File: src/rtl/vcd_pkg.sv
// Package of constants and types for the calibration sequencer and distribution front end
//----------------------------------------------------------------------
// Notes on behaviour
//----------------------------------------------------------------------
package vcd_pkg;
   // Register byte addresses (printed offsets are not all multiples of four)
   localparam logic [11:0] VCD_IDX_PLLCAL  = 12'h0018;
   localparam logic [11:0] VCD_IDX_STATUS  = 12'h001F;
   localparam logic [11:0] VCD_IDX_CH0     = 12'h0190;
   localparam logic [11:0] VCD_IDX_SRC     = 12'h01E1;
   localparam logic [11:0] VCD_IDX_PRE     = 12'h01E0;
   localparam logic [11:0] VCD_IDX_UPDATE  = 12'h0232;
   localparam logic [13:0] VCD_A_PLLCAL    = {VCD_IDX_PLLCAL, 2'b00};
   localparam logic [13:0] VCD_A_STATUS    = {VCD_IDX_STATUS, 2'b00};
   localparam logic [13:0] VCD_A_CH0       = {VCD_IDX_CH0, 2'b00};
   localparam logic [13:0] VCD_A_CH1       = {VCD_IDX_CH0 + 12'h0003, 2'b00};
   localparam logic [13:0] VCD_A_CH2       = {VCD_IDX_CH0 + 12'h0006, 2'b00};
   localparam logic [13:0] VCD_A_SRC       = {VCD_IDX_SRC, 2'b00};
   localparam logic [13:0] VCD_A_PRE       = {VCD_IDX_PRE, 2'b00};
   localparam logic [13:0] VCD_A_UPDATE    = {VCD_IDX_UPDATE, 2'b00};
   localparam logic [13:0] VCD_A_RDIV      = 14'h0040;
   // Field positions
   localparam int VCD_CAL_TRIG_BIT  = 0;
   localparam int VCD_CAL_DONE_BIT  = 6;
   localparam int VCD_CAL_BUSY_BIT  = 0;
   localparam int VCD_UPD_BIT       = 0;
   // Channel word: [3:0] high, [7:4] low, [8] bypass, [9] duty off,
   // [10] direct, [11] start high, [16:12] phase
   localparam logic [31:0] VCD_CH_RST     = 32'h0000_0000;
   localparam logic [31:0] VCD_PLLCAL_RST = 32'h0000_0000;
   localparam logic [1:0]  VCD_SRC_RST    = 2'b10;
   localparam logic [2:0]  VCD_PRE_RST    = 3'h0;
   localparam logic [15:0] VCD_RDIV_RST   = 16'h0001;
   localparam logic [12:0] VCD_CAL_CYCLES = 13'h1130;          // 4400
   localparam logic [1:0]  VCD_RESP_OKAY  = 2'b00;
   localparam logic [1:0]  VCD_RESP_SLV   = 2'b10;

   typedef enum logic [1:0] {
      VCD_SRC_EXT_PRE = 2'b00,
      VCD_SRC_EXT_DIR = 2'b01,
      VCD_SRC_OSC_PRE = 2'b10,
      VCD_SRC_BAD     = 2'b11
   } vcd_src_t;

   typedef struct packed {
      logic [4:0] phase;
      logic       start_high;
      logic       direct;
      logic       dcc_off;
      logic       bypass;
      logic [3:0] low_cnt;
      logic [3:0] high_cnt;
   } vcd_ch_cfg_t;

   typedef struct packed {
      logic       trig;
      logic [1:0] cal_div;
      logic [2:0] pre_sel;
      vcd_src_t   src;
   } vcd_ctl_t;
endpackage : vcd_pkg

File: src/rtl/vcd_chan_div.sv
// One channel divider with duty correction, coarse phase and start level
module vcd_chan_div
   import vcd_pkg::*;
(
   input  wire logic        aclk,
   input  wire logic        aresetn,
   input  wire logic        tick,
   input  wire logic        in_lvl,
   input  wire logic        sync,
   input  wire vcd_ch_cfg_t cfg,
   output logic             out_a,
   output logic             out_b
);
   logic [5:0] cnt_r;
   logic [4:0] dly_r;
   logic       lvl_r;
   logic       half_r;
   logic [5:0] high_len;
   logic [5:0] low_len;
   logic       odd_fix;

   // fields are cycles minus one; lengths
   assign high_len = {2'b00, cfg.high_cnt} + 6'd1;
   assign low_len  = {2'b00, cfg.low_cnt} + 6'd1;
   // correction only when low equals high plus one
   assign odd_fix  = !cfg.dcc_off && (cfg.low_cnt == cfg.high_cnt + 4'd1);

   always_ff @(posedge aclk) begin
      if (!aresetn || sync) begin
         cnt_r  <= 6'd0;
         dly_r  <= cfg.phase;
         lvl_r  <= cfg.start_high;
         half_r <= 1'b0;
      end else begin
         if (tick) begin
            if (dly_r != 5'd0) begin
               dly_r <= dly_r - 5'd1;
            end else if (cnt_r + 6'd1 >= (lvl_r ? high_len : low_len)) begin
               cnt_r <= 6'd0;
               lvl_r <= !lvl_r;
            end else begin
               cnt_r <= cnt_r + 6'd1;
            end
         end
         // One-cycle delayed level marks only the first cycle after a fall
         half_r <= lvl_r;
      end
   end

   logic div_out;
   // Stretch high for the one aclk cycle just after the fall, if the input is still high then; clock grained
   assign div_out = cfg.bypass ? in_lvl : (lvl_r | (odd_fix & half_r & !lvl_r & in_lvl));

   always_ff @(posedge aclk) begin
      if (!aresetn || sync) begin
         out_a <= 1'b0;
         out_b <= 1'b0;
      end else begin
         out_a <= cfg.direct ? in_lvl : div_out;
         out_b <= cfg.direct ? in_lvl : div_out;
      end
   end
endmodule : vcd_chan_div

File: src/rtl/vcd_top.sv
// Calibration sequencer, distribution source select, prescaler and AXI4-Lite registers
module vcd_top
   import vcd_pkg::*;
#(
   parameter int NCH = 3
) (
   input  wire logic        aclk,
   input  wire logic        aresetn,
   input  wire logic        ref_tick,
   input  wire logic        ext_clk_lvl,
   input  wire logic        osc_clk_lvl,
   input  wire logic [13:0] s_axi_awaddr,
   input  wire logic        s_axi_awvalid,
   output logic             s_axi_awready,
   input  wire logic [31:0] s_axi_wdata,
   input  wire logic [3:0]  s_axi_wstrb,
   input  wire logic        s_axi_wvalid,
   output logic             s_axi_wready,
   output logic [1:0]       s_axi_bresp,
   output logic             s_axi_bvalid,
   input  wire logic        s_axi_bready,
   input  wire logic [13:0] s_axi_araddr,
   input  wire logic        s_axi_arvalid,
   output logic             s_axi_arready,
   output logic [31:0]      s_axi_rdata,
   output logic [1:0]       s_axi_rresp,
   output logic             s_axi_rvalid,
   input  wire logic        s_axi_rready,
   output logic [2*NCH-1:0] clock_output_pins,
   output logic             cal_sync
);
   //----------------------------------------------------------------------
   // Register bus
   //----------------------------------------------------------------------
   logic [13:0] aw_r;
   logic        aw_have_r;
   logic [31:0] w_r;
   logic        w_have_r;
   logic        w_lane0_r;
   logic        wr_go;
   logic        wr_hit;
   logic        upd_hit;

   assign s_axi_awready = !aw_have_r && !s_axi_bvalid;
   assign s_axi_wready  = !w_have_r && !s_axi_bvalid;
   assign wr_go         = aw_have_r && w_have_r && !s_axi_bvalid;

   // Shadow copies written by software, live copies taken on update
   vcd_ch_cfg_t ch_sh_r [NCH];
   vcd_ch_cfg_t ch_lv_r [NCH];
   vcd_ctl_t    ctl_sh_r;
   vcd_ctl_t    ctl_lv_r;
   logic [15:0] rdiv_r;
   logic        upd_r;

   assign upd_hit = wr_go && aw_r == VCD_A_UPDATE && w_r[VCD_UPD_BIT];
   assign wr_hit  = aw_r == VCD_A_PLLCAL || aw_r == VCD_A_SRC || aw_r == VCD_A_PRE
                    || aw_r == VCD_A_UPDATE || aw_r == VCD_A_RDIV || aw_r == VCD_A_CH0
                    || aw_r == VCD_A_CH1 || aw_r == VCD_A_CH2;

   always_ff @(posedge aclk) begin
      if (!aresetn) begin
         aw_have_r    <= 1'b0;
         w_have_r     <= 1'b0;
         aw_r         <= 14'h0000;
         w_r          <= 32'h0000_0000;
         w_lane0_r    <= 1'b0;
         s_axi_bvalid <= 1'b0;
         s_axi_bresp  <= VCD_RESP_OKAY;
      end else begin
         if (s_axi_awvalid && s_axi_awready) begin
            aw_r      <= s_axi_awaddr;
            aw_have_r <= 1'b1;
         end
         if (s_axi_wvalid && s_axi_wready) begin
            w_r      <= s_axi_wdata;
            w_lane0_r <= s_axi_wstrb[0];
            w_have_r <= 1'b1;
         end
         if (wr_go) begin
            aw_have_r    <= 1'b0;
            w_have_r     <= 1'b0;
            s_axi_bvalid <= 1'b1;
            s_axi_bresp  <= wr_hit ? VCD_RESP_OKAY : VCD_RESP_SLV;
         end else if (s_axi_bready) begin
            s_axi_bvalid <= 1'b0;
         end
      end
   end

   // Byte strobe 0 alone gates every write except the update trigger, wider fields included; the other lanes are ignored
   always_ff @(posedge aclk) begin
      if (!aresetn) begin
         ctl_sh_r <= '{trig: 1'b0, cal_div: 2'b00, pre_sel: VCD_PRE_RST, src: VCD_SRC_OSC_PRE};
         rdiv_r   <= VCD_RDIV_RST;
         for (int i = 0; i < NCH; i++) begin
            ch_sh_r[i] <= vcd_ch_cfg_t'(VCD_CH_RST[16:0]);
         end
      end else if (wr_go && w_lane0_r) begin
         unique case (aw_r)
            VCD_A_PLLCAL: begin
               ctl_sh_r.trig    <= w_r[VCD_CAL_TRIG_BIT];
               ctl_sh_r.cal_div <= w_r[2:1];
            end
            VCD_A_PRE: ctl_sh_r.pre_sel <= w_r[2:0];
            VCD_A_SRC: begin
               if (w_r[1:0] != VCD_SRC_BAD) begin
                  ctl_sh_r.src <= vcd_src_t'(w_r[1:0]);
               end
            end
            VCD_A_RDIV: rdiv_r <= w_r[15:0];
            VCD_A_CH0: ch_sh_r[0] <= vcd_ch_cfg_t'(w_r[16:0]);
            VCD_A_CH1: ch_sh_r[1] <= vcd_ch_cfg_t'(w_r[16:0]);
            VCD_A_CH2: ch_sh_r[2] <= vcd_ch_cfg_t'(w_r[16:0]);
            default: ;
         endcase
      end
   end

   always_ff @(posedge aclk) begin
      if (!aresetn) begin
         ctl_lv_r <= '{trig: 1'b0, cal_div: 2'b00, pre_sel: VCD_PRE_RST, src: VCD_SRC_OSC_PRE};
         upd_r    <= 1'b0;
         for (int i = 0; i < NCH; i++) begin
            ch_lv_r[i] <= vcd_ch_cfg_t'(VCD_CH_RST[16:0]);
         end
      end else begin
         upd_r <= upd_hit;
         if (upd_hit) begin
            ctl_lv_r <= ctl_sh_r;
            ch_lv_r  <= ch_sh_r;
         end
      end
   end

   //----------------------------------------------------------------------
   // Calibration sequencer
   //----------------------------------------------------------------------
   typedef enum logic [1:0] {CAL_IDLE, CAL_RUN, CAL_DONE} vcd_cal_st_t;
   vcd_cal_st_t cal_st_r;
   logic        trig_old_r;
   logic        cal_start;
   logic [15:0] rcnt_r;
   logic [3:0]  ccnt_r;
   logic        pfd_tick;
   logic        cal_tick;
   logic [4:0]  cal_div_n;
   logic [12:0] cyc_r;
   logic        done_r;

   // Only a zero-to-one trigger transition armed by an update starts a run
   assign cal_start = upd_r && ctl_lv_r.trig && !trig_old_r;
   assign pfd_tick  = ref_tick && (rcnt_r + 16'd1 >= rdiv_r);
   assign cal_div_n = 5'd2 << ctl_lv_r.cal_div;
   assign cal_tick  = pfd_tick && ({1'b0, ccnt_r} + 5'd1 >= cal_div_n);

   always_ff @(posedge aclk) begin
      if (!aresetn) begin
         trig_old_r <= 1'b0;
         rcnt_r     <= 16'h0000;
         ccnt_r     <= 4'h0;
      end else begin
         if (upd_r) begin
            trig_old_r <= ctl_lv_r.trig;
         end
         // Restart both dividers so every run lasts exactly the full count
         if (cal_start) begin
            rcnt_r <= 16'h0000;
            ccnt_r <= 4'h0;
         end else begin
            if (ref_tick) begin
               rcnt_r <= pfd_tick ? 16'h0000 : rcnt_r + 16'd1;
            end
            if (pfd_tick) begin
               ccnt_r <= cal_tick ? 4'h0 : ccnt_r + 4'd1;
            end
         end
      end
   end

   always_ff @(posedge aclk) begin
      if (!aresetn) begin
         cal_st_r <= CAL_IDLE;
         cyc_r    <= 13'h0000;
         done_r   <= 1'b0;
      end else begin
         unique case (cal_st_r)
            CAL_IDLE, CAL_DONE: begin
               if (cal_start) begin
                  cal_st_r <= CAL_RUN;
                  cyc_r    <= 13'h0000;
                  done_r   <= 1'b0;
               end
            end
            CAL_RUN: begin
               if (cal_tick) begin
                  if (cyc_r + 13'd1 == VCD_CAL_CYCLES) begin
                     cal_st_r <= CAL_DONE;
                     done_r   <= 1'b1;
                  end
                  cyc_r <= cyc_r + 13'd1;
               end
            end
         endcase
      end
   end

   assign cal_sync = cal_st_r == CAL_RUN;

   //----------------------------------------------------------------------
   // Source select and prescaler
   //----------------------------------------------------------------------
   logic       pre_src_lvl;
   logic       pre_lvl_r;
   logic [2:0] pcnt_r;
   logic [2:0] pre_div;
   logic [2:0] pcnt_nxt;
   logic [2:0] pre_half;
   logic       ch_in_lvl;
   logic       src_lvl_r;
   logic       pre_edge;

   assign pre_div     = (ctl_lv_r.pre_sel > 3'd4) ? 3'd6 : ctl_lv_r.pre_sel + 3'd2;
   assign pre_src_lvl = (ctl_lv_r.src == VCD_SRC_OSC_PRE) ? osc_clk_lvl : ext_clk_lvl;
   assign pre_edge    = pre_src_lvl && !src_lvl_r;
   assign pcnt_nxt    = (pcnt_r + 3'd1 >= pre_div) ? 3'h0 : pcnt_r + 3'd1;
   assign pre_half    = (pre_div + 3'd1) >> 1;

   always_ff @(posedge aclk) begin
      if (!aresetn) begin
         src_lvl_r <= 1'b0;
         pcnt_r    <= 3'h0;
         pre_lvl_r <= 1'b0;
      end else begin
         src_lvl_r <= pre_src_lvl;
         if (pre_edge) begin
            pcnt_r    <= pcnt_nxt;
            // Level follows the wrapped count so divide-by-two still toggles
            pre_lvl_r <= pcnt_nxt < pre_half;
         end
      end
   end

   // Prescaled path, or raw external clock on the direct setting
   assign ch_in_lvl = (ctl_lv_r.src == VCD_SRC_EXT_DIR) ? ext_clk_lvl : pre_lvl_r;

   logic ch_lvl_r;
   logic ch_tick;
   always_ff @(posedge aclk) begin
      if (!aresetn) begin
         ch_lvl_r <= 1'b0;
      end else begin
         ch_lvl_r <= ch_in_lvl;
      end
   end
   assign ch_tick = ch_in_lvl && !ch_lvl_r;

   //----------------------------------------------------------------------
   // Channels
   //----------------------------------------------------------------------
   for (genvar g = 0; g < NCH; g++) begin : g_ch
      vcd_chan_div u_div (
         .aclk    (aclk),
         .aresetn (aresetn),
         .tick    (ch_tick),
         .in_lvl  (ch_lv_r[g].direct ? pre_src_lvl : ch_in_lvl),
         .sync    (cal_sync),
         .cfg     (ch_lv_r[g]),
         .out_a   (clock_output_pins[2*g]),
         .out_b   (clock_output_pins[2*g+1])
      );
   end

   //----------------------------------------------------------------------
   // Read channel
   //----------------------------------------------------------------------
   logic [31:0] rd_val;
   logic        rd_hit;
   always_comb begin
      rd_val = 32'h0000_0000;
      rd_hit = 1'b1;
      unique case (s_axi_araddr)
         VCD_A_PLLCAL: rd_val = {29'h0, ctl_sh_r.cal_div, ctl_sh_r.trig};
         VCD_A_STATUS: rd_val = {25'h0, done_r, 5'h0, cal_sync};
         VCD_A_PRE:    rd_val = {29'h0, ctl_sh_r.pre_sel};
         VCD_A_SRC:    rd_val = {30'h0, ctl_sh_r.src};
         VCD_A_RDIV:   rd_val = {16'h0, rdiv_r};
         VCD_A_CH0:    rd_val = {15'h0, ch_sh_r[0]};
         VCD_A_CH1:    rd_val = {15'h0, ch_sh_r[1]};
         VCD_A_CH2:    rd_val = {15'h0, ch_sh_r[2]};
         VCD_A_UPDATE: rd_val = 32'h0000_0000;
         default:      rd_hit = 1'b0;
      endcase
   end

   assign s_axi_arready = !s_axi_rvalid;
   always_ff @(posedge aclk) begin
      if (!aresetn) begin
         s_axi_rvalid <= 1'b0;
         s_axi_rdata  <= 32'h0000_0000;
         s_axi_rresp  <= VCD_RESP_OKAY;
      end else if (s_axi_arvalid && s_axi_arready) begin
         s_axi_rvalid <= 1'b1;
         s_axi_rdata  <= rd_val;
         s_axi_rresp  <= rd_hit ? VCD_RESP_OKAY : VCD_RESP_SLV;
      end else if (s_axi_rready) begin
         s_axi_rvalid <= 1'b0;
      end
   end
endmodule : vcd_top

File: config.mk
export PLATFORM = sky130hd
export DESIGN_NAME = vcd_top
export DESIGN_NICKNAME = d
export VERILOG_FILES = /design/src/rtl/vcd_pkg.sv /design/src/rtl/vcd_chan_div.sv /design/src/rtl/vcd_top.sv
export SDC_FILE = /design/constraint.sdc
export NUM_CORES = 1
export LEC_CHECK = 0
export ABC_AREA = 1
export BUFFER_PORTS_ARGS = -buffer_cell sky130_fd_sc_hd__buf_2
export CAP_MARGIN = 20
export CELL_PAD_IN_SITES_DETAIL_PLACEMENT = 0
export CELL_PAD_IN_SITES_GLOBAL_PLACEMENT = 1
export CORE_MARGIN = 5
export CORE_UTILIZATION = 45
export CTS_BUF_LIST = sky130_fd_sc_hd__clkbuf_4 sky130_fd_sc_hd__clkbuf_8
export DETAILED_ROUTE_END_ITERATION = 10
export PLACE_DENSITY_LB_ADDON = 0.2
export SYNTH_ARGS = -nofsm -noshare
export SYNTH_HDL_FRONTEND = slang
export SYNTH_HIERARCHICAL = 1
export SYNTH_SLANG_ARGS = --single-unit
File: constraint.sdc
create_clock -name aclk -period 3.41 [get_ports aclk]
set_clock_uncertainty 0.05 [all_clocks]
set_input_delay 0.341 -clock aclk [delete_from_list [all_inputs] [get_ports aclk]]
set_output_delay 0.341 -clock aclk [all_outputs]
set_load 0.1 [all_outputs]
After elaboration in Yosys (flattened, before gate mapping)
Index checks and enable logic that the tools add are counted.
{ "op_classes": {"add_sub_neg": 22, "magnitude_cmp": 8, "n_eq_ne": 32, "n_shift": 1, "n_mux": 61, "bitwise": 16, "reduce_logical": 76} }
{ "ops": {"columns": ["op", "count"], "rows": [
  ["equality test 14 x 11 -> 1 bit, second input constant", 10],
  ["case mux 17 bit (8 select lines)", 1],
  ["equality test 14 x 7 -> 1 bit, second input constant", 5],
  ["two-way mux 5 bit", 9],
  ["two-way mux 6 bit", 6],
  ["adder 4 x 1 -> 5 bit, second input constant", 7],
  ["two-way mux 1 bit", 31],
  ["equality test 14 x 12 -> 1 bit, second input constant", 2],
  ["two-way mux 13 bit", 2],
  ["case mux 13 bit (2 select lines)", 1],
  ["AND reduction 2 bit", 13],
  ["logical AND 1 bit", 19],
  ["adder 6 x 1 -> 6 bit, second input constant", 3],
  [">= comparator 6 bit", 3],
  ["nonzero test 2 bit", 9],
  ["adder 16 x 1 -> 16 bit, second input constant", 1],
  ["adder 4 x 1 -> 4 bit, second input constant", 4],
  [">= comparator 16 bit", 1],
  ["two-way mux 16 bit", 1],
  ["AND reduction 3 bit", 5],
  ["nonzero test 5 bit", 3],
  ["subtractor 5 x 1 -> 5 bit, second input constant", 3],
  ["logical NOT 1 bit", 14],
  ["inequality test 2 bit, second input constant", 7],
  ["24 further kinds", 56]
]} }
{ "totals": {"reg_bits": 292, "in_bits": 74, "output_inout_bits": 48, "word_cells": 303} }

Longest topological paths before layout
Gate-level depths: netlist of run 1.
{ "logic_depth": {"word_depth": 9, "mapped_depth": 21, "depth_no_buf": 20} }

By module
Netlist of run 1, hierarchy kept.
{ "modules_own_cells": {"columns": ["module", "instances", "cells_per_inst", "area_per_inst_um2", "seq_area_each_um2"], "rows": [
  ["vcd_top", 1, 1407, 10392.5, 4644.5],
  ["vcd_chan_div", 3, 132, 1053.5, 340.3]
]} }

Least setup slack after synthesis of run 1
OpenSTA, ideal clock, no wires.
{ "synth_timing": {"path_kind": "reg-to-reg", "startpoint": "reg s_axi_bvalid", "endpoint": "reg w_r[15]", "setup_time_ps": 128, "arrival_time_ps": 3006, "t_required_ps": 3232, "slack_ps": 225, "path_stages_with_launch": 6, "path_buffers": 1, "synth_period_minus_slack_ps": 3185, "path_cell_list": "dfxtp_1 nor2_1 nand2_1 clkbuf_1 o21ai_0 a21oi_1"} }
{ "synth_between": {"elab_chain_cells": 3} }
{ "synth_rtl": {"columns": ["item", "line_no", "text"], "rows": [
  ["start: declaration", "vcd_top.sv:20", "output logic s_axi_bvalid,"],
  ["start signal: assignment", "vcd_top.sv:68", "s_axi_bvalid <= 1'b0;"],
  ["start signal: assignment", "vcd_top.sv:83", "s_axi_bvalid <= 1'b1;"],
  ["start signal: assignment", "vcd_top.sv:86", "s_axi_bvalid <= 1'b0;"],
  ["logical NOT 1 bit", "vcd_top.sv:45", "assign s_axi_wready = !w_have_r && !s_axi_bvalid;"],
  ["logical AND 1 bit", "vcd_top.sv:45", null],
  ["via s_axi_wready", "vcd_top.sv:18", "output logic s_axi_wready,"],
  ["logical AND 1 bit", "vcd_top.sv:75", "if (s_axi_wvalid && s_axi_wready) begin"],
  ["end signal: assignment", "vcd_top.sv:76", "w_r <= s_axi_wdata;"],
  ["end: declaration", "vcd_top.sv:37", "logic [31:0] w_r;"]
]} }
The timed path passes the listed nets, and every way through them passes these cells.
A chain may end at the register's enable or synchronous reset.

Worst setup path after layout of run 1
{ "layout_timing": {"startpoint": "reg rcnt_r[0]", "endpoint": "reg cyc_r[8]"} }
{ "layout_between": {"elab_chain_cells": 6} }
{ "layout_rtl": {"columns": ["item", "line_no", "text"], "rows": [
  ["start: declaration", "vcd_top.sv:143", "logic [15:0] rcnt_r;"],
  ["start signal: assignment", "vcd_top.sv:172", "rcnt_r <= pfd_tick ? 16'h0000 : rcnt_r + 16'd1;"],
  ["adder 16 x 1 -> 16 bit", "vcd_top.sv:153", "assign pfd_tick = ref_tick && (rcnt_r + 16'd1 >= rdiv_r);"],
  [">= comparator 16 bit", "vcd_top.sv:153", null],
  ["logical AND 1 bit", "vcd_top.sv:153", null],
  ["logical AND 1 bit", "vcd_top.sv:155", "assign cal_tick = pfd_tick && ({1'b0, ccnt_r} + 5'd1 >= cal_div_n);"],
  ["inequality test 2 bit (no source line)", null, null],
  ["AND reduction 2 bit (no source line)", null, null],
  ["end signal: assignment", "vcd_top.sv:201", "cyc_r <= cyc_r + 13'd1;"],
  ["end: declaration", "vcd_top.sv:148", "logic [12:0] cyc_r;"]
]} }
No other way between the ends.

==> metrics.md, run 1 <==
| Metric | Value |
|---|---|
| Run status | complete, no violations |
| Peak Freq | between 300 and 400 MHz |
| Clock-pin slew on the worst setup and hold paths | approximately 0.070 ns |
| Part of the Yosys area used for sequential elements | between 40% and 50% |
| Final-layout setup total negative slack | 0 ns |
| Via count of the first global-routing pass | 11300 |
| Net count of the finished layout | ~2000 |
| Unrepaired setup endpoints after global routing | true |
| Fillcell total | 2947 |
| Number of top-level pins | approximately 120 |
| GR Overflow Total | 0 |
| Number of antenna-violating nets in the routed design | 0 |
| Cell depth of the worst flop-to-flop path | 18 |
| Slowest cell on crit path | sky130_fd_sc_hd__dfxtp_2 |
| Number of design rule violations left after detail routing | 0 |
| Clock Tree Root | sky130_fd_sc_hd__clkbuf_8 |
| Number of hold-slack violations in the final timing report | 0 |
| Power density of the placed cells | 485 mW/mm^2 |
| Worst hold path depth | 3 |
| Worst rel slew slack | around a third |
| Global-route wire length before repair | slightly below 60 mm |
| Vertical extent of the die | around 180 um |
| Clock Path Buffers | 3 |
| Clock latency on the worst-skew pair | about 0.57 ns |
| Number of antenna violations at the first check in global routing | 0 |
| Pin count of the biggest net entering global routing | between 90 and 100 |
| Cell occurring most often along the worst timing path | sky130_fd_sc_hd__nand2_1 |
| Max-cap check violation count | 0 |
| Async set-or-reset flop fraction in the synthesized netlist | 0% |
| Initial DRC Count | ~600 |
| Share of Yosys cell area claimed by the top area cell type | 37.8% |
| Number of placed cells counting well taps | about 2200 |
| Core area | roughly 0.030 sq mm |
| HPWL after detailed placement | approximately 26 mm |
| Drt total wl | about 36 mm |
| Top delay family on crit path | simple AND/OR/NAND/NOR gates |
| Diode count | 0 |
| H-tree levels | 2 |
| Max incr delay on CP | around 0.37 ns |
| CTS buffer count | slightly below 50 |
| Startpoint type of the worst setup path | flip-flop |
| Worst-Margin Slew | ~1.0 ns |
| Via count | 11900 |
| Die footprint | between 0.03 and 0.04 sq mm |
| Total clock sinks | between 200 and 300 |
| Number of instances in the synthesized netlist | about 1800 |
| Number of buffer and inverter stages on the critical path | 3 |
| Number of port buffers | 86 |
| Chip Width | around 180 um |
| Worst-path maximum fanout | 8 |
| Ratio of final minimum period to clock period | 88.8% |
| Gr usage total | a little over a fifth |
| Effective utilization at floorplan | 45.6% |
| Predominant post-synthesis flop cell | sky130_fd_sc_hd__dfxtp_1 |
| List of cells traversed by the critical path | ha_1, nand3_1, inv_1, nand4_1, nor3_1, xor2_1, ha_1, nand4_1, nor2_1, nand2_1, inv_1, nand2_1, nand2_1, nand3_2, nand2_2, buf_4, nand3_1, a21oi_1 |
| Number of cells on the critical path | 18 |
| Post-route total power | ~7.6 mW |
| Number of different library cells in the post-synthesis netlist | 45 |
| Pre-Repair DR Iteration Count | 5 |
| Syn avg cell area | ~7.5 sq um |
| Min-delay worst type | primary input to flip-flop |
| Syn-to-layout area delta | 15.6% |
| Routability congestion estimate | between 0.8 and 0.9 |
| Total of warnings raised by yosys | 6 |
| Worst Setup Path Type | flip-flop to flip-flop |
| Standard-cell rows | 63 |
| Most area-consuming cells after synthesis | sky130_fd_sc_hd__dfxtp_1 38%, sky130_fd_sc_hd__a21oi_1 8.6%, sky130_fd_sc_hd__nand2_1 7.8% |
| Library cell occupying the most area in the post-synthesis netlist | sky130_fd_sc_hd__dfxtp_1 |
| Final slew viol count | 0 |
| Final worst path period need | 3.03 ns |
| Count of flip-flops with a built-in enable after synthesis | 18 |
| Detailed-route vias per instance | around 5.1 |
| Highest ir drop seen on vdd | about 0.00028 V |
| Post-synthesis instance area | 0.0136 sq mm |
| Crit path capture type | flip-flop |
| Final setup viols | 0 |
| Worst EP arrival | ~3.5 ns |
| Most frequent standard cell in the layout excluding fill and tap cells | sky130_fd_sc_hd__nand2_1 |
| Yosys reg bits | between 200 and 300 |
| WP data required | around 3.9 ns |
| Leakage power | 6.54 nW |
| Final non-filler cell total | approximately 2300 |
| Share of final-layout standard cells stronger than drive strength 1 | 14.4% |
| CTS tree | done |
| Routed len/inst | about 15 um |
| Commonest cells after routing, fill and taps aside | 278 x sky130_fd_sc_hd__nand2_1, 255 x sky130_fd_sc_hd__dfxtp_1, 233 x sky130_fd_sc_hd__a21oi_1 |
[worst reg2reg max path: stages, from the launching register on]
cell	delay, ns
sky130_fd_sc_hd__dfxtp_2	0.37
sky130_fd_sc_hd__ha_1	0.19
sky130_fd_sc_hd__nand3_1	0.15
sky130_fd_sc_hd__inv_1	0.11
sky130_fd_sc_hd__nand4_1	0.18
sky130_fd_sc_hd__nor3_1	0.22
sky130_fd_sc_hd__xor2_1	0.13
sky130_fd_sc_hd__ha_1	0.31
sky130_fd_sc_hd__nand4_1	0.10
sky130_fd_sc_hd__nor2_1	0.14
sky130_fd_sc_hd__nand2_1	0.06
sky130_fd_sc_hd__inv_1	0.05
sky130_fd_sc_hd__nand2_1	0.04
sky130_fd_sc_hd__nand2_1	0.08
sky130_fd_sc_hd__nand3_2	0.16
sky130_fd_sc_hd__nand2_2	0.15
sky130_fd_sc_hd__buf_4	0.18
sky130_fd_sc_hd__nand3_1	0.09
sky130_fd_sc_hd__a21oi_1	0.18
[logic make-up (layout without fill, tap and decap cells)]
kind of cell | count (synthesis) | count (layout) | share of synthesized area [%]
buf+inv | 328 | 459 | 9.87
flops | 274 | 274 | 41.8
other cells | 1 | 17 | 0.0277
xor+xnor | 56 | 56 | 3.62
simple gates | 585 | 585 | 19.7
compound gates | 490 | 490 | 18.8
fa+ha+maj | 59 | 59 | 5.45
mux | 10 | 10 | 0.739
[synth_stat cells (19+ instances only)]
| library cell | n |
|---|---|
| sky130_fd_sc_hd__nand2_1 | 280 |
| sky130_fd_sc_hd__dfxtp_1 | 256 |
| sky130_fd_sc_hd__a21oi_1 | 233 |
| sky130_fd_sc_hd__inv_1 | 221 |
| sky130_fd_sc_hd__o21ai_0 | 199 |
| sky130_fd_sc_hd__nor2_1 | 120 |
| sky130_fd_sc_hd__nand3_1 | 72 |
| sky130_fd_sc_hd__ha_1 | 59 |
| sky130_fd_sc_hd__clkbuf_1 | 47 |
| sky130_fd_sc_hd__xor2_1 | 39 |
| sky130_fd_sc_hd__o22ai_1 | 32 |
| sky130_fd_sc_hd__buf_4 | 23 |
| sky130_fd_sc_hd__nor2_2 | 19 |
[metal layers]
layer | track usage (%) | routed length, um | vias up
met2 | 34.7 | 16400 | 248
met1 | 28.7 | 16700 | 5454
met4 | 5.90 | 807 | 0
li1 | - | - | 6137
met3 | 3.46 | 1830 | 55
met5 | 0 | 0 | -
[where the power goes]
part / internal (mW) / total, mW / switching, mW / leakage [nW]
sequential: 3.33 / 3.39 / 0.0602 / 2.26
combinational: 0.192 / 0.709 / 0.517 / 3.67
clock: 2.12 / 3.50 / 1.38 / 0.607
[through the flow]
step | setup slack [ns] | cell area (sq um) | util, % | hold slack, ns
global placement | 0.173 | 14300 | 48.0 | 0.393
global route | 0.00345 | 15700 | 52.7 | 0.0151
detailed placement | 0.0833 | 14300 | 48.0 | 0.398
finish | 0.383 | 15700 | 52.7 | 0.0322
CTS | 0.0340 | 15600 | 52.5 | 0.00164
floorplan | 0.225 | 13600 | - | 0.379
[final timing paths]
path                           from                     to  slack, ns
max          rcnt_r[0]$_SDFFE_PP0P_  cyc_r[8]$_SDFFE_PN0P_       0.38
min                  s_axi_wdata[0]    w_r[0]$_SDFFE_PN0P_       0.03
max reg2reg  rcnt_r[0]$_SDFFE_PP0P_  cyc_r[8]$_SDFFE_PN0P_       0.38
min reg2reg    aw_r[1]$_SDFFE_PN0P_   aw_r[1]$_SDFFE_PN0P_       0.40
[registers in the layout, summed over array words and instances (netlist names), 2 cells and up]
signal             count
pcnt_r                 3
rdiv_r                16
g_ch.u_div/dly_r      15
cal_st_r               2
rcnt_r                16
aw_r                  14
g_ch.u_div/out_b       3
g_ch.u_div/cnt_r      18
g_ch.u_div/lvl_r       3
w_r                   17
ch_lv_r               51
ccnt_r                 4
ch_sh_r               51
g_ch.u_div/half_r      3
ctl_sh_r               8
ctl_lv_r               8
s_axi_rdata           17
cyc_r                 13
[cell type report]
class	count	area (sq um)	share of cell area [%]
clock buffer	76	971	6.20
multi-input combinational	1217	6660	42.5
tap	390	488	3.11
timing repair buffer	127	806	5.14
inverter	242	908	5.80
clock inverter	14	173	1.10
sequential	274	5670	36.2
[timing repair]
| action | CTS | global route |
|---|---|---|
| endpoints found under the hold margin | 20 | 0 |
| gates resized for setup | 0 | 10 |
| setup buffers | 0 | 1 |
| endpoints found under the setup margin | 0 | 34 |
| hold buffers | 21 | 0 |
(Power assumes the default switching activity.)
==> inputs of run 2 (changes only) <==
ABC_AREA = not set   (was 1)
==> run 2 against run 1 <==
  * Worst hold slack worse by 0.00066 ns
  * Non-clock buffer count up 34
  * Fmax down 5.3%
  * Worst setup slack worse by 0.17 ns
  * Cell count down 8.8%
  * First-iteration DRC count down 0.66%
  * Routed wire length down 1.5%
  * Global-route usage down 1.4 points
  * Area after synthesis up 3.6%
  * Combinational power down 8.7%
  * Via count down 4.8%
  * Critical endpoint is now cyc_r[3]$_SDFFE_PN0P_
==> metrics.md, run 2 <==
| Metric | Value |
|---|---|
| Leakage power | between 6 and 7 nW |
| Number of antenna violations at the first check in global routing | 0 |
| Portion of total power attributed to sequential cells | a little under half |
| Net count of the finished layout | roughly 1800 |
| Effective utilization at floorplan | a little under half |
| Final setup viols | 0 |
| Commonest cells after routing, fill and taps aside | 280 x sky130_fd_sc_hd__nand2_1, 254 x sky130_fd_sc_hd__dfxtp_1, 94 x sky130_fd_sc_hd__nor2b_1 |
| Startpoint type of the worst setup path | flip-flop |
| Number of port buffers | between 80 and 90 |
| Yosys reg bits | 274 |
| Part of the Yosys area used for sequential elements | roughly 40% |
| Power density of the placed cells | between 400 and 500 mW/mm^2 |
| Via count | 11300 |
| Worst-Margin Slew | ~0.94 ns |
| Diode count | 0 |
| Initial DRC Count | between 500 and 600 |
| Final worst path period need | about 3.2 ns |
| Total of warnings raised by yosys | 6 |
| Core area | between 0.03 and 0.04 sq mm |
| Worst rel slew slack | between 30% and 40% |
| Combinational Power Share | under 10% |
| Drt total wl | ~35 mm |
| Internal power of the cells | between 5 and 6 mW |
| Standard-cell rows | 64 |
| Number of instances in the synthesized netlist | about 1600 |
| Total clock sinks | approximately 270 |
| Detailed-route vias per instance | between 5 and 6 |
| Clock Path Buffers | 3 |
| Count of flip-flops with a built-in enable after synthesis | 18 |
| Run status | complete, no violations |
| CTS tree | done |
| H-tree levels | 2 |
| Most instantiated cells after synthesis | 280 x sky130_fd_sc_hd__nand2_1, 256 x sky130_fd_sc_hd__dfxtp_1, 94 x sky130_fd_sc_hd__nor2b_1, 92 x sky130_fd_sc_hd__a21boi_0, 91 x sky130_fd_sc_hd__mux2i_1 |
| Worst-path maximum fanout | 5 |
| Final slew viol count | 0 |
| Unrepaired setup endpoints after global routing | false |
| WP data required | a little under 4 ns |
| Syn avg cell area | 8.94 sq um |
| Number of antenna-violating nets in the routed design | 0 |
| Switching part of the total | about 25% |
| Highest ir drop seen on vdd | 0.000259 V |
| Library cell occupying the most area in the post-synthesis netlist | sky130_fd_sc_hd__dfxtp_1 |
| Chip Width | about 190 um |
| Most frequent standard cell in the layout excluding fill and tap cells | sky130_fd_sc_hd__nand2_1 |
| Post-synthesis instance area | between 0.01 and 0.015 sq mm |
| Gr usage total | roughly a fifth |
| Predominant post-synthesis flop cell | sky130_fd_sc_hd__dfxtp_1 |
| Cell with the most instances after synthesis | sky130_fd_sc_hd__nand2_1 |
| Crit path capture type | flip-flop |
| Number of design rule violations left after detail routing | 0 |
| Final non-filler cell total | 2133 |
| Pre-Repair DR Iteration Count | 7 |
| Worst EP arrival | 3.64 ns |
| Min-delay worst type | primary input to flip-flop |
| Syn-to-layout area delta | 16.4% |
| Vertical extent of the die | between 150 and 200 um |
| Routability congestion estimate | 0.806 |
| Number of placed cells counting well taps | a little over 2000 |
| Number of top-level pins | 122 |
| Peak Freq | 313 MHz |
| Most area-consuming cells after synthesis | sky130_fd_sc_hd__dfxtp_1 36%, sky130_fd_sc_hd__nand2_1 7.5%, sky130_fd_sc_hd__mux2i_1 6.5% |
| Net switching power | 1.86 mW |
| Global-route wire length before repair | slightly below 60 mm |
| Final-layout setup total negative slack | 0 ns |
| Clock-pin slew on the worst setup and hold paths | about 0.060 ns |
| Final design area excluding fillers | 0.0163 sq mm |
| Routed len/inst | between 15 and 20 um |
| Fillcell total | between 2000 and 3000 |
| Number of different library cells in the post-synthesis netlist | 70 |
| Async set-or-reset flop fraction in the synthesized netlist | 0% |
| Post-route total power | 7.36 mW |
| Worst Setup Path Type | flip-flop to flip-flop |
| GR Overflow Total | 0 |
| Regs by FF count | ch_lv_r (51), ch_sh_r (51), g_ch.u_div/cnt_r (18) |
| Number of hold-slack violations in the final timing report | 0 |
| Ratio of final minimum period to clock period | 93.7% |
| Pin count of the biggest net entering global routing | 112 |
| Via count of the first global-routing pass | roughly 11000 |
| HPWL after detailed placement | between 20 and 30 mm |
| Share of final-layout standard cells stronger than drive strength 1 | between 15 and 20% |
| Part of the power in the clock network | approximately 45% |
| Post-place instance area | 0.0150 sq mm |
| Share of Yosys cell area claimed by the top area cell type | a little over a third |
| CTS buffer count | 47 |
| Die footprint | 0.0348 sq mm |
| Max-cap check violation count | 0 |
| Clock latency on the worst-skew pair | 0.55 ns |
| Clock Tree Root | sky130_fd_sc_hd__clkbuf_8 |
## run 2: cell count changes after synthesis, sizes merged, moves of 83 or more
cell and delta:
nor2b +94, nor2 -83, a21boi +92, a21oi -205
inv -194, o21ai -151
## run 2: layer usage
| layer | vias to the layer above | global-route usage [%] | part of all wire [%] |
|---|---|---|---|
| met5 | - | 0 | 0 |
| met4 | 0 | 5.04 | 2.1 |
| li1 | 5739 | - | - |
| met3 | 48 | 2.62 | 3.2 |
| met2 | 157 | 33.6 | 48 |
| met1 | 5374 | 26.4 | 47 |
## run 2: layout make-up
type | count | area, sq um | share of cell area (%)
Sequential cell | 274 | 5670 | 34.7
Timing Repair Buffer | 161 | 1100 | 6.74
Multi-Input combinational cell | 1171 | 7850 | 48.0
Clock inverter | 9 | 96.3 | 0.589
Tap cell | 396 | 495 | 3.03
Inverter | 44 | 165 | 1.01
Clock buffer | 78 | 973 | 5.95
## run 2: worst paths after layout
check / from / endpoint / slack, ns / cells past startpoint
min: s_axi_wdata[5] / w_r[5]$_SDFFE_PN0P_ / 0.03 / 3
max reg2reg: rcnt_r[3]$_SDFFE_PP0P_ / cyc_r[3]$_SDFFE_PN0P_ / 0.21 / 14
min reg2reg: ctl_lv_r[2]$_SDFFE_PN0P_ / ctl_lv_r[2]$_SDFFE_PN0P_ / 0.41 / 2
max: rcnt_r[3]$_SDFFE_PP0P_ / cyc_r[3]$_SDFFE_PN0P_ / 0.21 / 14
## run 2: what timing repair did
action	CTS	global route
gates resized for setup	0	10
hold buffers	27	0
endpoints found under the hold margin	26	0
endpoints found under the setup margin	0	25
setup buffers	0	0
## run 2: through the flow
stage	hold slack (ns)	setup slack (ns)	util [%]
finish	0.0316	0.214	53.3
CTS	0.00105	0.0337	53.2
global route	0.0225	0.00346	53.3
global placement	0.398	0.107	48.8
floorplan	0.388	0.0177	-
detailed placement	0.404	0.0349	48.8
## run 2: cell families after synthesis
kind of cell | after synthesis | synth area share, %
other cells | 1 | 0.0267
compound gates | 305 | 16.4
buf+inv | 143 | 4.52
simple gates | 632 | 22.8
flops | 274 | 40.3
fa+ha+maj | 59 | 5.26
xor+xnor | 63 | 3.93
mux | 95 | 6.80
## run 2: critical path, stage by stage, from the launching register on
cell and delay [ns]:
sky130_fd_sc_hd__dfxtp_1 0.33, sky130_fd_sc_hd__nand3_1 0.09, sky130_fd_sc_hd__or3_1 0.41, sky130_fd_sc_hd__buf_4 0.17, sky130_fd_sc_hd__nor3_1 0.17, sky130_fd_sc_hd__xor2_1 0.12, sky130_fd_sc_hd__ha_1 0.33, sky130_fd_sc_hd__nand4_1 0.13
sky130_fd_sc_hd__nor4_1 0.28, sky130_fd_sc_hd__a32oi_1 0.18, sky130_fd_sc_hd__buf_4 0.18, sky130_fd_sc_hd__a21o_4 0.24, sky130_fd_sc_hd__buf_4 0.15, sky130_fd_sc_hd__o31ai_1 0.23, sky130_fd_sc_hd__a21o_1 0.11
## run 2: power groups by stage
stage | Combinational [mW] | Sequential, mW | Clock [mW]
after floorplan | 0.451 | 3.51 | 0
after global placement | 0.619 | 3.48 | 0
after detailed placement | 0.626 | 3.49 | 0
after CTS | 0.652 | 3.42 | 3.37
after global routing | 0.706 | 3.43 | 3.53
final | 0.647 | 3.42 | 3.29
